File: src/lom_defines.vh
// Purpose: constants for the literal/move execute block
// Assumes: 14-bit instruction words, 8-bit data
// Notes:   opcode patterns and field positions
`ifndef LOM_DEFINES_VH
`define LOM_DEFINES_VH
`define LOM_INSN_W        14
`define LOM_DATA_W        8
`define LOM_IDX_W         7
`define LOM_OR_LIT_TOP    6'h38
`define LOM_LOAD_LIT_TOP  4'hC
`define LOM_COPY_REG_TOP  6'h08
`define LOM_TARGET_BIT    7
`define LOM_ACC_RST       8'h00
`define LOM_NULL_RST      1'h0
`define LOM_OP_HI         13
`define LOM_OR_LIT_LO     8
`define LOM_LOAD_LIT_LO   10
`define LOM_COPY_REG_LO   8
`define LOM_WREN_RST      1'h0
`define LOM_IDX_RST       7'h00
`define LOM_WDATA_RST     8'h00
`endif

File: src/lom_exec.v
// Purpose: decode and execute or-literal, load-literal and copy-register
// Assumes: word valid for one clk cycle per instruction cycle; async file read
// Notes:   other opcodes hold acc, null flag and write index/data; file_wr_en clears
`timescale 1ns/100ps
`include "lom_defines.vh"

module lom_exec #(
  parameter INSN_W = `LOM_INSN_W,
  parameter DATA_W = `LOM_DATA_W,
  parameter IDX_W  = `LOM_IDX_W
) (
  input  wire              clk,
  input  wire              nrst,
  input  wire              ce,
  input  wire              insn_valid,
  input  wire [INSN_W-1:0] insn_word,
  input  wire [DATA_W-1:0] file_rd_data,
  output wire [IDX_W-1:0]  file_rd_idx,
  output wire              file_wr_en,
  output wire [IDX_W-1:0]  file_wr_idx,
  output wire [DATA_W-1:0] file_wr_data,
  output wire [DATA_W-1:0] acc,
  output wire              result_null_flag
);

  // ----------------------------------------
  // instruction classes
  // ----------------------------------------
  localparam [1:0] CLS_NONE = 2'h0;
  localparam [1:0] CLS_OR   = 2'h1;
  localparam [1:0] CLS_LOAD = 2'h2;
  localparam [1:0] CLS_COPY = 2'h3;

  // ----------------------------------------
  // declarations
  // ----------------------------------------
  reg  [DATA_W-1:0]                     acc_reg;
  reg  [DATA_W-1:0]                     acc_next;
  reg                                   null_reg;
  reg                                   null_next;
  reg                                   wr_en_reg;
  reg                                   wr_en_next;
  reg  [IDX_W-1:0]                      wr_idx_reg;
  reg  [IDX_W-1:0]                      wr_idx_next;
  reg  [DATA_W-1:0]                     wr_data_reg;
  reg  [DATA_W-1:0]                     wr_data_next;
  reg  [1:0]                            insn_class;
  wire                                  exec_take;
  wire [`LOM_OP_HI-`LOM_OR_LIT_LO:0]    or_field;
  wire [`LOM_OP_HI-`LOM_LOAD_LIT_LO:0]  load_field;
  wire [`LOM_OP_HI-`LOM_COPY_REG_LO:0]  copy_field;
  wire                                  or_hit;
  wire                                  load_hit;
  wire                                  copy_hit;
  wire [DATA_W-1:0]                     literal_byte;
  wire                                  result_target_bit;
  wire [DATA_W-1:0]                     or_result;
  wire                                  or_is_zero;
  wire                                  move_is_zero;

  // ----------------------------------------
  // field decode
  // ----------------------------------------
  assign exec_take         = ce && insn_valid;
  assign or_field          = insn_word[`LOM_OP_HI:`LOM_OR_LIT_LO];
  assign load_field        = insn_word[`LOM_OP_HI:`LOM_LOAD_LIT_LO];
  assign copy_field        = insn_word[`LOM_OP_HI:`LOM_COPY_REG_LO];
  assign or_hit            = (or_field == `LOM_OR_LIT_TOP);
  assign load_hit          = (load_field == `LOM_LOAD_LIT_TOP);
  assign copy_hit          = (copy_field == `LOM_COPY_REG_TOP);
  assign literal_byte      = insn_word[DATA_W-1:0];
  assign result_target_bit = insn_word[`LOM_TARGET_BIT];
  assign file_rd_idx       = insn_word[IDX_W-1:0];

  // ----------------------------------------
  // instruction class
  // ----------------------------------------
  always @* begin
    insn_class = CLS_NONE;
    if (exec_take) begin
      if (or_hit) begin
        insn_class = CLS_OR;
      end else if (load_hit) begin
        insn_class = CLS_LOAD;
      end else if (copy_hit) begin
        insn_class = CLS_COPY;
      end
    end
  end

  // ----------------------------------------
  // results
  // ----------------------------------------
  assign or_result    = acc_reg | literal_byte;
  assign or_is_zero   = (or_result == {DATA_W{1'h0}});
  assign move_is_zero = (file_rd_data == {DATA_W{1'h0}});

  // ----------------------------------------
  // accumulator next value
  // ----------------------------------------
  always @* begin
    acc_next = acc_reg;
    case (insn_class)
      CLS_OR: begin
        acc_next = or_result;
      end
      CLS_LOAD: begin
        acc_next = literal_byte;
      end
      CLS_COPY: begin
        if (!result_target_bit) begin
          acc_next = file_rd_data;
        end
      end
      default: begin
        acc_next = acc_reg;
      end
    endcase
  end

  // ----------------------------------------
  // null flag next value
  // ----------------------------------------
  always @* begin
    null_next = null_reg;
    case (insn_class)
      CLS_OR: begin
        null_next = or_is_zero;
      end
      CLS_LOAD: begin
        null_next = null_reg;
      end
      CLS_COPY: begin
        null_next = move_is_zero;
      end
      default: begin
        null_next = null_reg;
      end
    endcase
  end

  // ----------------------------------------
  // write-back next values
  // ----------------------------------------
  always @* begin
    wr_en_next   = 1'h0;
    wr_idx_next  = wr_idx_reg;
    wr_data_next = wr_data_reg;
    if ((insn_class == CLS_COPY) && result_target_bit) begin
      wr_en_next   = 1'h1;
      wr_idx_next  = file_rd_idx;
      wr_data_next = file_rd_data;
    end
  end

  // ----------------------------------------
  // accumulator register
  // ----------------------------------------
  always @(posedge clk) begin
    if (!nrst) begin
      acc_reg <= `LOM_ACC_RST;
    end else if (ce) begin
      acc_reg <= acc_next;
    end
  end

  // ----------------------------------------
  // null flag register
  // ----------------------------------------
  always @(posedge clk) begin
    if (!nrst) begin
      null_reg <= `LOM_NULL_RST;
    end else if (ce) begin
      null_reg <= null_next;
    end
  end

  // ----------------------------------------
  // write-back pulse, dropped while ce low
  // ----------------------------------------
  always @(posedge clk) begin
    if (!nrst) begin
      wr_en_reg <= `LOM_WREN_RST;
    end else begin
      wr_en_reg <= wr_en_next;
    end
  end

  // ----------------------------------------
  // write-back index register
  // ----------------------------------------
  always @(posedge clk) begin
    if (!nrst) begin
      wr_idx_reg <= `LOM_IDX_RST;
    end else if (ce) begin
      wr_idx_reg <= wr_idx_next;
    end
  end

  // ----------------------------------------
  // write-back data register
  // ----------------------------------------
  always @(posedge clk) begin
    if (!nrst) begin
      wr_data_reg <= `LOM_WDATA_RST;
    end else if (ce) begin
      wr_data_reg <= wr_data_next;
    end
  end

  // ----------------------------------------
  // outputs
  // ----------------------------------------
  assign acc              = acc_reg;
  assign result_null_flag = null_reg;
  assign file_wr_en       = wr_en_reg;
  assign file_wr_idx      = wr_idx_reg;
  assign file_wr_data     = wr_data_reg;

endmodule

File: config.mk
export PLATFORM = sky130hd
export DESIGN_NAME = lom_exec
export DESIGN_NICKNAME = d
export VERILOG_FILES = /design/src/lom_exec.v
export VERILOG_INCLUDE_DIRS = /design/src
export SDC_FILE = /design/constraint.sdc
export NUM_CORES = 1
export LEC_CHECK = 0
export BUFFER_PORTS_ARGS = -buffer_cell sky130_fd_sc_hd__buf_2
export CAP_MARGIN = 20
export CORE_UTILIZATION = 49
export CTS_CLUSTER_SIZE = 20
export DETAILED_ROUTE_END_ITERATION = 8
export PLACE_DENSITY = 0.89
export SETUP_SLACK_MARGIN = 0.2
export SLEW_MARGIN = 10
export SYNTH_ARGS = -nofsm -noshare
export SYNTH_HDL_FRONTEND = slang
export SYNTH_SLANG_ARGS = --single-unit
File: constraint.sdc
create_clock -name clk -period 2.8 [get_ports clk]
set_input_delay 0.42 -clock clk [delete_from_list [all_inputs] [get_ports clk]]
set_output_delay 0.42 -clock clk [all_outputs]
set_load 0.05 [all_outputs]
Word level (Yosys, flattened, before mapping) --
Cells that the tools add are included.
Word-level totals: flip-flop bits (word level) 25, word-level logic and storage cells 30, bits of input ports 26, output and inout bits 32
Cells by class: eq/ne operators 7, bitwise logic cells 1, mux-type cells 8, reductions and logical operators 9
Operators with widths (number):
- $pmux 8 s3 | 1
- $logic_not 8->1 | 2
- $mux 2 | 4
- $mux 8 | 1
- $or 8x8->8 | 1
- $eq 6x4->1 const B | 1
- $eq 6x6->1 const B | 1
- $eq 2x2->1 const B | 2
- $eq 4x4->1 const B | 1
- $reduce_and 2->1 | 2
- $reduce_and 3->1 | 1
- $reduce_bool 3->1 | 1
- $eq 2x1->1 const B | 1
- $logic_and 1x1->1 | 2
- $ne 2x2->1 const B | 1
- $pmux 1 s2 | 1
- $reduce_bool 2->1 | 1
- $mux 1 | 1

Longest topological paths before layout --
Gate-level depths: netlist of run 1.
depth in word-level cells 8, gate-level depth with buffers 5, gate-level depth less buffers 4

Worst setup path after synthesis of run 1 --
OpenSTA, ideal clock, no wires.
path kind input -> register, start point in insn_word[10], end point reg wr_data_reg[6], in the netlist file_wr_data[6], path slack 1.174 ns, buffers on the path 1, data arrival time 1.499 ns, stages on the path 5, data required time 2.672 ns, cells stage by stage nor4b_4 -> nand4_2 -> buf_6 -> mux2i_1 -> nor2_1
Between the ends: word-level cells in the longest chain between the ends 8, elaborated cells between the ends (all ways) 10, those cells by class 4 x eq/ne; 4 x mux; 2 x reduce/logical
Ends and longest elaborated chain:
- start, declared | RTL line lom_exec.v:16 | input wire [INSN_W-1:0] insn_word,
- $eq 6x4->1 (no line)
- $mux 2 | RTL line lom_exec.v:85 | end else if (copy_hit) begin
- $mux 2 | RTL line lom_exec.v:83 | end else if (load_hit) begin
- $mux 2 (*) | RTL line lom_exec.v:81 | if (or_hit) begin
- $mux 2 (*) | RTL line lom_exec.v:80 | if (exec_take) begin
- $eq 2x2->1 (*) | RTL line lom_exec.v:149 | if ((insn_class == CLS_COPY) && result_target_bit) begin
- $logic_and 1x1->1 (*) | RTL line lom_exec.v:149
- $reduce_and 2->1 (no line) (*)
- end signal, assigned | RTL line lom_exec.v:205 | wr_data_reg <= `LOM_WDATA_RST;
- end signal, assigned | RTL line lom_exec.v:207 | wr_data_reg <= wr_data_next;
- end, declared | RTL line lom_exec.v:45 | reg [DATA_W-1:0] wr_data_reg;
Every way passes the cells marked *; elsewhere a longest branch is shown, timed or not. A chain may end at the register's enable or synchronous reset.

Final worst setup path of run 1 --
start point in insn_word[10], end point reg acc_reg[0], in the netlist acc[0]
Between the ends: word-level cells in the longest chain between the ends 8, elaborated cells between the ends (all ways) 14, those cells by class 7 x eq/ne; 5 x mux; 2 x reduce/logical
Ends and longest elaborated chain:
- $eq 6x4->1 (no line)
- $mux 2 | RTL line lom_exec.v:85
- $mux 2 | RTL line lom_exec.v:83
- $mux 2 (*) | RTL line lom_exec.v:81
- $mux 2 (*) | RTL line lom_exec.v:80
- $eq 2x2->1 or $eq 2x1->1 (tied branches) | RTL line lom_exec.v:103 | case (insn_class)
- $ne 2x2->1 (no line) or $reduce_bool 3->1 (tied branches)
- $reduce_and 3->1 (no line)
- end signal, assigned | RTL line lom_exec.v:161 | acc_reg <= `LOM_ACC_RST;
- end signal, assigned | RTL line lom_exec.v:163 | acc_reg <= acc_next;
- end, declared | RTL line lom_exec.v:37 | reg [DATA_W-1:0] acc_reg;
Marked as above.

==> impl_metrics.py, run 1 <==
metrics = {
    "power_and_ir_drop": {
        "pwr-share-comb_pct": 16.7,
        "leakage_nw": 0.7753,
        "netSwitchingPower_uw": 173.5,
        "p_int_uw": 444.2,
        "finalPower_uw": 617.7,
        "vdd_ir_drop_max_v": 0.0002744,
        "swShare_pct": 28.09,
        "p_seq_share_pct": 58.0,
        "p_clk_share_pct": 25.2,
        "powerDensity_mw_per_mm2": 401.7,
    },
    "grt": {
        "grt_usage_pct": 24.82,
        "grt_pass1_vias": 1071,
        "gr-total-overflow": 0,
        "grt_max_degree": 19,
        "antenna_found_initial": 0,
        "grt_pass1_wl_mm": 4.981,
    },
    "route": {
        "ant_nets": 0,
        "drc": 0,
        "wire_per_inst_microns": 15.48,
        "drt_first_pass_iters": 4,
        "vias": 1286,
        "viasPerCell": 6.066,
        "routed_wirelength_mm": 3.281,
        "drt_iter0_markers": 57,
    },
    "sta": {
        "fin_crit_sh_pct": 59.97,
        "setup_viol": 0,
        "maxClockFrequency_ghz": 0.5955,
        "slew_viol_final": 0,
        "relSlewSlack_pct": 62.85,
        "rsz0062_at_grt": "false",
        "finClkSkew_ns": 0.003537,
        "hold_violations": 0,
        "setup_tns_ns": 0,
        "tightest_slew_ns": 0.5538,
        "finalCriticalPeriod_ns": 1.679,
    },
    "placement": {
        "dpl.hpwl_mm": 2.473,
        "numPortBuffers": 57,
        "placed_cells": 208,
        "gp_congestion": 0.9145,
    },
    "setup_path": {
        "critPathMaxStageDelay_ns": 0.46,
        "worstPathMaxFanout": 9,
        "cp-start-kind": "input port",
        "cp.required_ns": 3.02,
        "r2r_slack_ns": 1.50,
        "arrival_ns": 1.89,
        "critPathBufInv": 1,
        "crit_type": "in2reg",
        "r2r-start": "acc[7]",
        "reg2regPathDepth": 4,
        "path_cells": "buf_2 -> nor4b_4 -> a22oi_2 -> nand2b_1 -> o221a_2",
        "end_kind": "flop",
        "cpMaxStageDelayCell": "nor4b_4",
        "crit_family": "simple AND/OR/NAND/NOR gates",
        "r2r_end": "result_null_flag",
    },
    "layout": {
        "nNetsFinal": 211,
        "synthToLayoutAreaGrowth_pct": 22.90,
        "antenna_cells": 0,
        "most-common-layout-cells": "57 x buf_2, 25 x dfxtp_1, 19 x nor2_1, 15 x mux2i_1, 8 x nor3_1",
        "regArea_sq_um": 500.5,
        "multi_input_area_sq_um": 660.6,
        "utilization_pct": 66.32,
        "fillers": 198,
        "stdcell_count": 212,
        "final_common_cell": "buf_2",
        "drive_above_1_share_pct": 38.59,
    },
    "worst_hold_path": {
        "hold_end": "file_wr_data[2]",
        "hold_class": "in2reg",
        "hp-start": "file_rd_data[2]",
        "min_path_cells": 3,
    },
    "synthesis": {
        "syn_area_per_cell_sq_um": 9.479,
        "synth_ff_type": "dfxtp_1",
        "ys_types": 32,
        "seq_area_frac_synth_pct": 40.00,
        "syn_area_sq_mm": 0.001251,
        "synth-async-reset-ratio_pct": 0,
        "synth_warnings": 0,
        "synth_seq_cells": 25,
        "synth-edff-count": 0,
        "netlist_instances": 132,
        "synth_nets": 158,
    },
    "clock_network": {
        "h-tree-depth": 1,
        "path_clk_slew_ns": 0.13,
        "cts_hold_buf": 0,
        "clk_root_buffer_cell": "clkbuf_4",
        "cts_tree": "built",
        "cts_resized": 0,
        "cts_setup_buffers": 0,
        "cts.path.max_buffers": 2,
        "cts_sinks": 25,
        "cts_buffers": 3,
        "clock_latency_ns": 0.31,
    },
    "floorplanning": {
        "initial_core_util_pct": 53.97,
        "pin_count": 58,
        "rows": 17,
        "die-area_sq_mm": 0.002759,
        "die_w_microns": 52.53,
        "core-area_sq_mm": 0.002318,
        "die_y_microns": 52.53,
    },
    "status": {
        "status": "finished, final reports clean",
    },
    "run": {
        "drv_cap": 0,
    },
}
[metrics by stage]
| step | instance area [sq um] | setup WS (ns) | hold WS, ns |
|---|---|---|---|
| floorplan | 1251 | 1.174 | 0.5639 |
| global placement | 1511 | 0.8931 | 0.4412 |
| detailed placement | 1511 | 0.8259 | 0.4499 |
| CTS | 1538 | 1.160 | 0.3871 |
| global route | 1538 | 1.055 | 0.3763 |
| finish | 1538 | 1.121 | 0.3902 |
[cell families after synthesis]
logic type	count (synthesis)	share of synthesized area [%]
AND/OR/NAND/NOR	47	20.20
multiplexers	15	12.00
AO/OA/AOI/OAI	31	20.60
buffers and inverters	14	7.199
flip-flops	25	40.00
[layer usage]
| layer | wire length [microns] | GRT usage (%) |
|---|---|---|
| met1 | 1411 | 33.57 |
| met2 | 1500 | 40.93 |
| met3 | 326 | 4.058 |
| met4 | 44 | 5.702 |
| met5 | 0 | 0 |
[how the worst max path moves through the flow]
stage / startpoint / end / depth (start not counted)
after floorplan: insn_word[10] / file_wr_data[6] / 5
after global placement: insn_word[10] / acc[2] / 5
after detailed placement: insn_word[10] / acc[0] / 5
after CTS: insn_word[10] / acc[6] / 5
after global routing: insn_word[10] / acc[0] / 5
final: insn_word[10] / acc[0] / 5
[layout make-up]
class	instances	share of cell area, %
multi-input combinational	93	42.96
sequential	25	32.55
timing repair buffer	60	20.02
tap	28	2.278
clock buffer	4	1.709
inverter	2	0.4882
[worst min-delay path, delay by kind of cell]
| kind | cells | cell delay, ns |
|---|---|---|
| mux | 1 | 0.06 |
| simple gates | 1 | 0.08 |
| buf+inv | 1 | 0.11 |
[Yosys cell counts, types with 2 or more instances]
cell type	n	area (sq um)
a21oi_1	2	10.01
a31oi_1	7	43.79
buf_4	8	60.06
clkbuf_1	3	11.26
dfxtp_1	25	500.5
mux2i_1	15	150.1
nand2_1	4	15.01
nand3_1	2	10.01
nor2_1	19	71.32
nor3_1	8	40.04
nor4_1	6	37.54
o211ai_1	2	15.01
o221a_1	2	22.52
o221a_2	5	56.30
o22a_1	7	61.31
[power by group through the flow]
stage,combinational [mW],sequential [mW],clock [mW]
finish,0.103,0.358,0.156
global route,0.110,0.359,0.175
CTS,0.102,0.358,0.159
detailed placement,0.102,0.366,0
global placement,0.0997,0.366,0
floorplan,0.0577,0.371,0
No activity file was read; power rests on OpenSTA's default activity.
==> run 2: changes to the inputs <==
ABC_AREA = 1   (was unset)
CORE_UTILIZATION = 43   (was 49)
PLACE_DENSITY = 0.81   (was 0.89)
clock period = 1.5 ns   (was 2.8 ns; I/O delays follow)
==> impl_metrics.py, run 2 <==
metrics = {
    "grt": {
        "gr-total-overflow": 0,
        "use_met1_pct": 26.93,
        "met2_usage_pct": 31.08,
        "grtUsageMet3_pct": 3.198,
        "grt_pass1_wl_mm": 5.278,
        "antenna_found_initial": 0,
        "grt_pass1_vias": 1203,
        "grt_max_degree": 23,
        "grt_usage_pct": 19.16,
        "busiest_layer": "met2",
    },
    "route": {
        "ant_nets": 0,
        "vias": 1475,
        "viasPerCell": 4.525,
        "drc": 0,
        "routed_wirelength_mm": 3.251,
        "wire_per_inst_microns": 9.972,
        "drt_first_pass_iters": 4,
        "drt_iter0_markers": 67,
    },
    "sta": {
        "setup_tns_ns": 0,
        "maxClockFrequency_ghz": 0.8383,
        "rsz0062_at_grt": "false",
        "setup_slack_ns": 0.3071,
        "fin_crit_sh_pct": 79.52,
        "tightest_slew_ns": 0.4098,
        "finalCriticalPeriod_ns": 1.193,
        "whs_ns": 0.1750,
        "relSlewSlack_pct": 72.65,
        "hold_violations": 0,
        "setup_viol": 0,
        "slew_viol_final": 0,
        "finClkSkew_ns": 0.008086,
    },
    "layout": {
        "stdcell_count": 326,
        "final_common_cell": "nand2_1",
        "drive_above_1_share_pct": 26.60,
        "most-common-layout-cells": "63 x nand2_1, 57 x buf_2, 48 x inv_1, 30 x nor2_1, 25 x dfxtp_1",
        "final_cell_area_sq_mm": 0.001775,
        "antenna_cells": 0,
        "utilization_pct": 56.31,
        "regArea_sq_um": 500.5,
        "multi_input_area_sq_um": 690.7,
        "synthToLayoutAreaGrowth_pct": 20.56,
        "fillers": 327,
        "nNetsFinal": 309,
    },
    "synthesis": {
        "synthAdderAreaFrac_pct": 0,
        "synth-async-reset-ratio_pct": 0,
        "syn_area_sq_mm": 0.001473,
        "synth_ff_type": "dfxtp_1",
        "synth_nets": 257,
        "ys_types": 18,
        "synthTopCellsByArea": "dfxtp_1 34%, nand2_1 16%, inv_1 12%",
        "synth_top_area_share_pct": 33.98,
        "syn_area_per_cell_sq_um": 6.375,
        "synth_seq_cells": 25,
        "synth_xor_area_share_pct": 0,
        "synth_common_cells": "63 x nand2_1, 48 x inv_1, 30 x nor2_1, 25 x dfxtp_1, 12 x nand3_1",
        "yosys.cell_count.top_type": "nand2_1",
        "synth-compound-area-share_pct": 8.326,
        "synth.largest_area_cell": "dfxtp_1",
        "synth_top_family_by_area": "simple AND/OR/NAND/NOR gates",
        "netlist_instances": 231,
        "synth-edff-count": 0,
        "synth-simple-area-share_pct": 38.57,
        "synth_warnings": 0,
        "synthMuxAreaShare_pct": 0,
        "seq_area_frac_synth_pct": 33.98,
    },
    "power_and_ir_drop": {
        "swShare_pct": 30.20,
        "finalPower_mw": 1.212,
        "p_seq_share_pct": 55.6,
        "p_int_uw": 846.2,
        "leakage_nw": 1.162,
        "p_clk_share_pct": 25.1,
        "powerDensity_mw_per_mm2": 682.8,
        "pwr-share-comb_pct": 19.3,
        "netSwitchingPower_uw": 366.1,
        "vdd_ir_drop_max_v": 0.0004303,
    },
    "clock_network": {
        "cts_buffers": 3,
        "path_clk_slew_ns": 0.14,
        "cts_setup_buffers": 0,
        "cts_sinks": 25,
        "clk_root_buffer_cell": "clkbuf_4",
        "clock_latency_ns": 0.31,
        "h-tree-depth": 1,
        "cts_resized": 0,
        "cts_tree": "built",
        "cts_hold_buf": 0,
        "cts.path.max_buffers": 2,
    },
    "floorplanning": {
        "core-area_sq_mm": 0.003153,
        "rows": 20,
        "pin_count": 58,
        "initial_core_util_pct": 46.71,
        "die_y_microns": 60.52,
        "die_w_microns": 60.52,
        "die-area_sq_mm": 0.003663,
    },
    "run": {
        "drv_cap": 0,
    },
    "setup_path": {
        "reg2regPathDepth": 7,
        "end_kind": "output port",
        "cpMaxStageDelayCell": "dfxtp_1",
        "path_cells": "buf_2",
        "worstPathMaxFanout": 3,
        "cp.required_ns": 1.27,
        "critPathMaxStageDelay_ns": 0.38,
        "critPathBufInv": 1,
        "arrival_ns": 0.97,
        "crit_family": "flip-flops",
        "cp-start-kind": "flop",
        "r2r-start": "acc[3]",
        "r2r_slack_ns": 0.44,
        "crit_type": "reg2out",
        "r2r_end": "result_null_flag",
    },
    "status": {
        "status": "finished, final reports clean",
    },
    "placement": {
        "place_ws_ns": 0.04823,
        "gp_congestion": 0.8854,
        "dpl.hpwl_mm": 2.599,
        "numPortBuffers": 57,
        "placed_cells": 322,
        "dpl_cell_area_sq_mm": 0.001749,
    },
    "worst_hold_path": {
        "hold_end": "file_wr_data[1]",
        "hold_class": "in2reg",
        "hp-start": "file_rd_data[1]",
        "min_path_cells": 3,
    },
}
## run 2: cell count changes in the layout (fill, tap and decap cells not counted), moves of 6 or more
cell / delta
nand2_1: +59
o21ai_0: +8
mux2i_1: -15
nand4_1: +10
a31oi_1: -7
inv_1: +47
nor3_1: -8
o22a_1: -7
o211a_1: +7
nor2_1: +11
nor4_1: -6
nand3_1: +10
## run 2: worst register-to-register path: stages (launching register included)
cell      delay [ns]
dfxtp_1         0.35
nor2_1          0.13
nand2_1         0.08
nor2_1          0.10
nand3_1         0.08
nand2_1         0.06
nand3_1         0.06
a21boi_0        0.16
## run 2: routing by layer
layer | share of wire [%] | wire length (microns)
met5 | 0 | 0
met2 | 46 | 1489
met1 | 46 | 1503
met3 | 6.9 | 225
met4 | 1.0 | 33
## run 2: final cells by class
cell class                      instances  area share [%]
Multi-Input combinational cell        143           38.90
Timing Repair Buffer                   62           18.18
Inverter                               48           10.15
Sequential cell                        25           28.19
Tap cell                               44           3.101
Clock buffer                            4           1.480
## run 2: cells by family (layout without fill, tap and decap cells)
family / Yosys count / in the layout
buffers and inverters: 63 / 114
AND/OR/NAND/NOR: 126 / 126
AO/OA/AOI/OAI: 17 / 17
flip-flops: 25 / 25
## run 2: worst max-delay path by stage
stage | from | slack [ns] | endpoint | depth (start not counted)
final | acc[1] | 0.31 | acc[1] | 1
after global routing | insn_word[11] | 0.21 | acc[2] | 11
after CTS | acc[7] | 0.29 | acc[7] | 1
after detailed placement | insn_word[10] | 0.05 | acc[2] | 10
after global placement | insn_word[10] | 0.08 | acc[5] | 10
after floorplan | insn_word[13] | 0.21 | acc[0] | 10
## run 2: power by group through the flow
| stage | sequential, mW | clock, mW | combinational (mW) |
|---|---|---|---|
| detailed placement | 0.689 | 0 | 0.234 |
| global route | 0.675 | 0.346 | 0.261 |
| CTS | 0.674 | 0.312 | 0.235 |
| finish | 0.674 | 0.304 | 0.234 |
| global placement | 0.689 | 0 | 0.233 |
| floorplan | 0.709 | 0 | 0.146 |
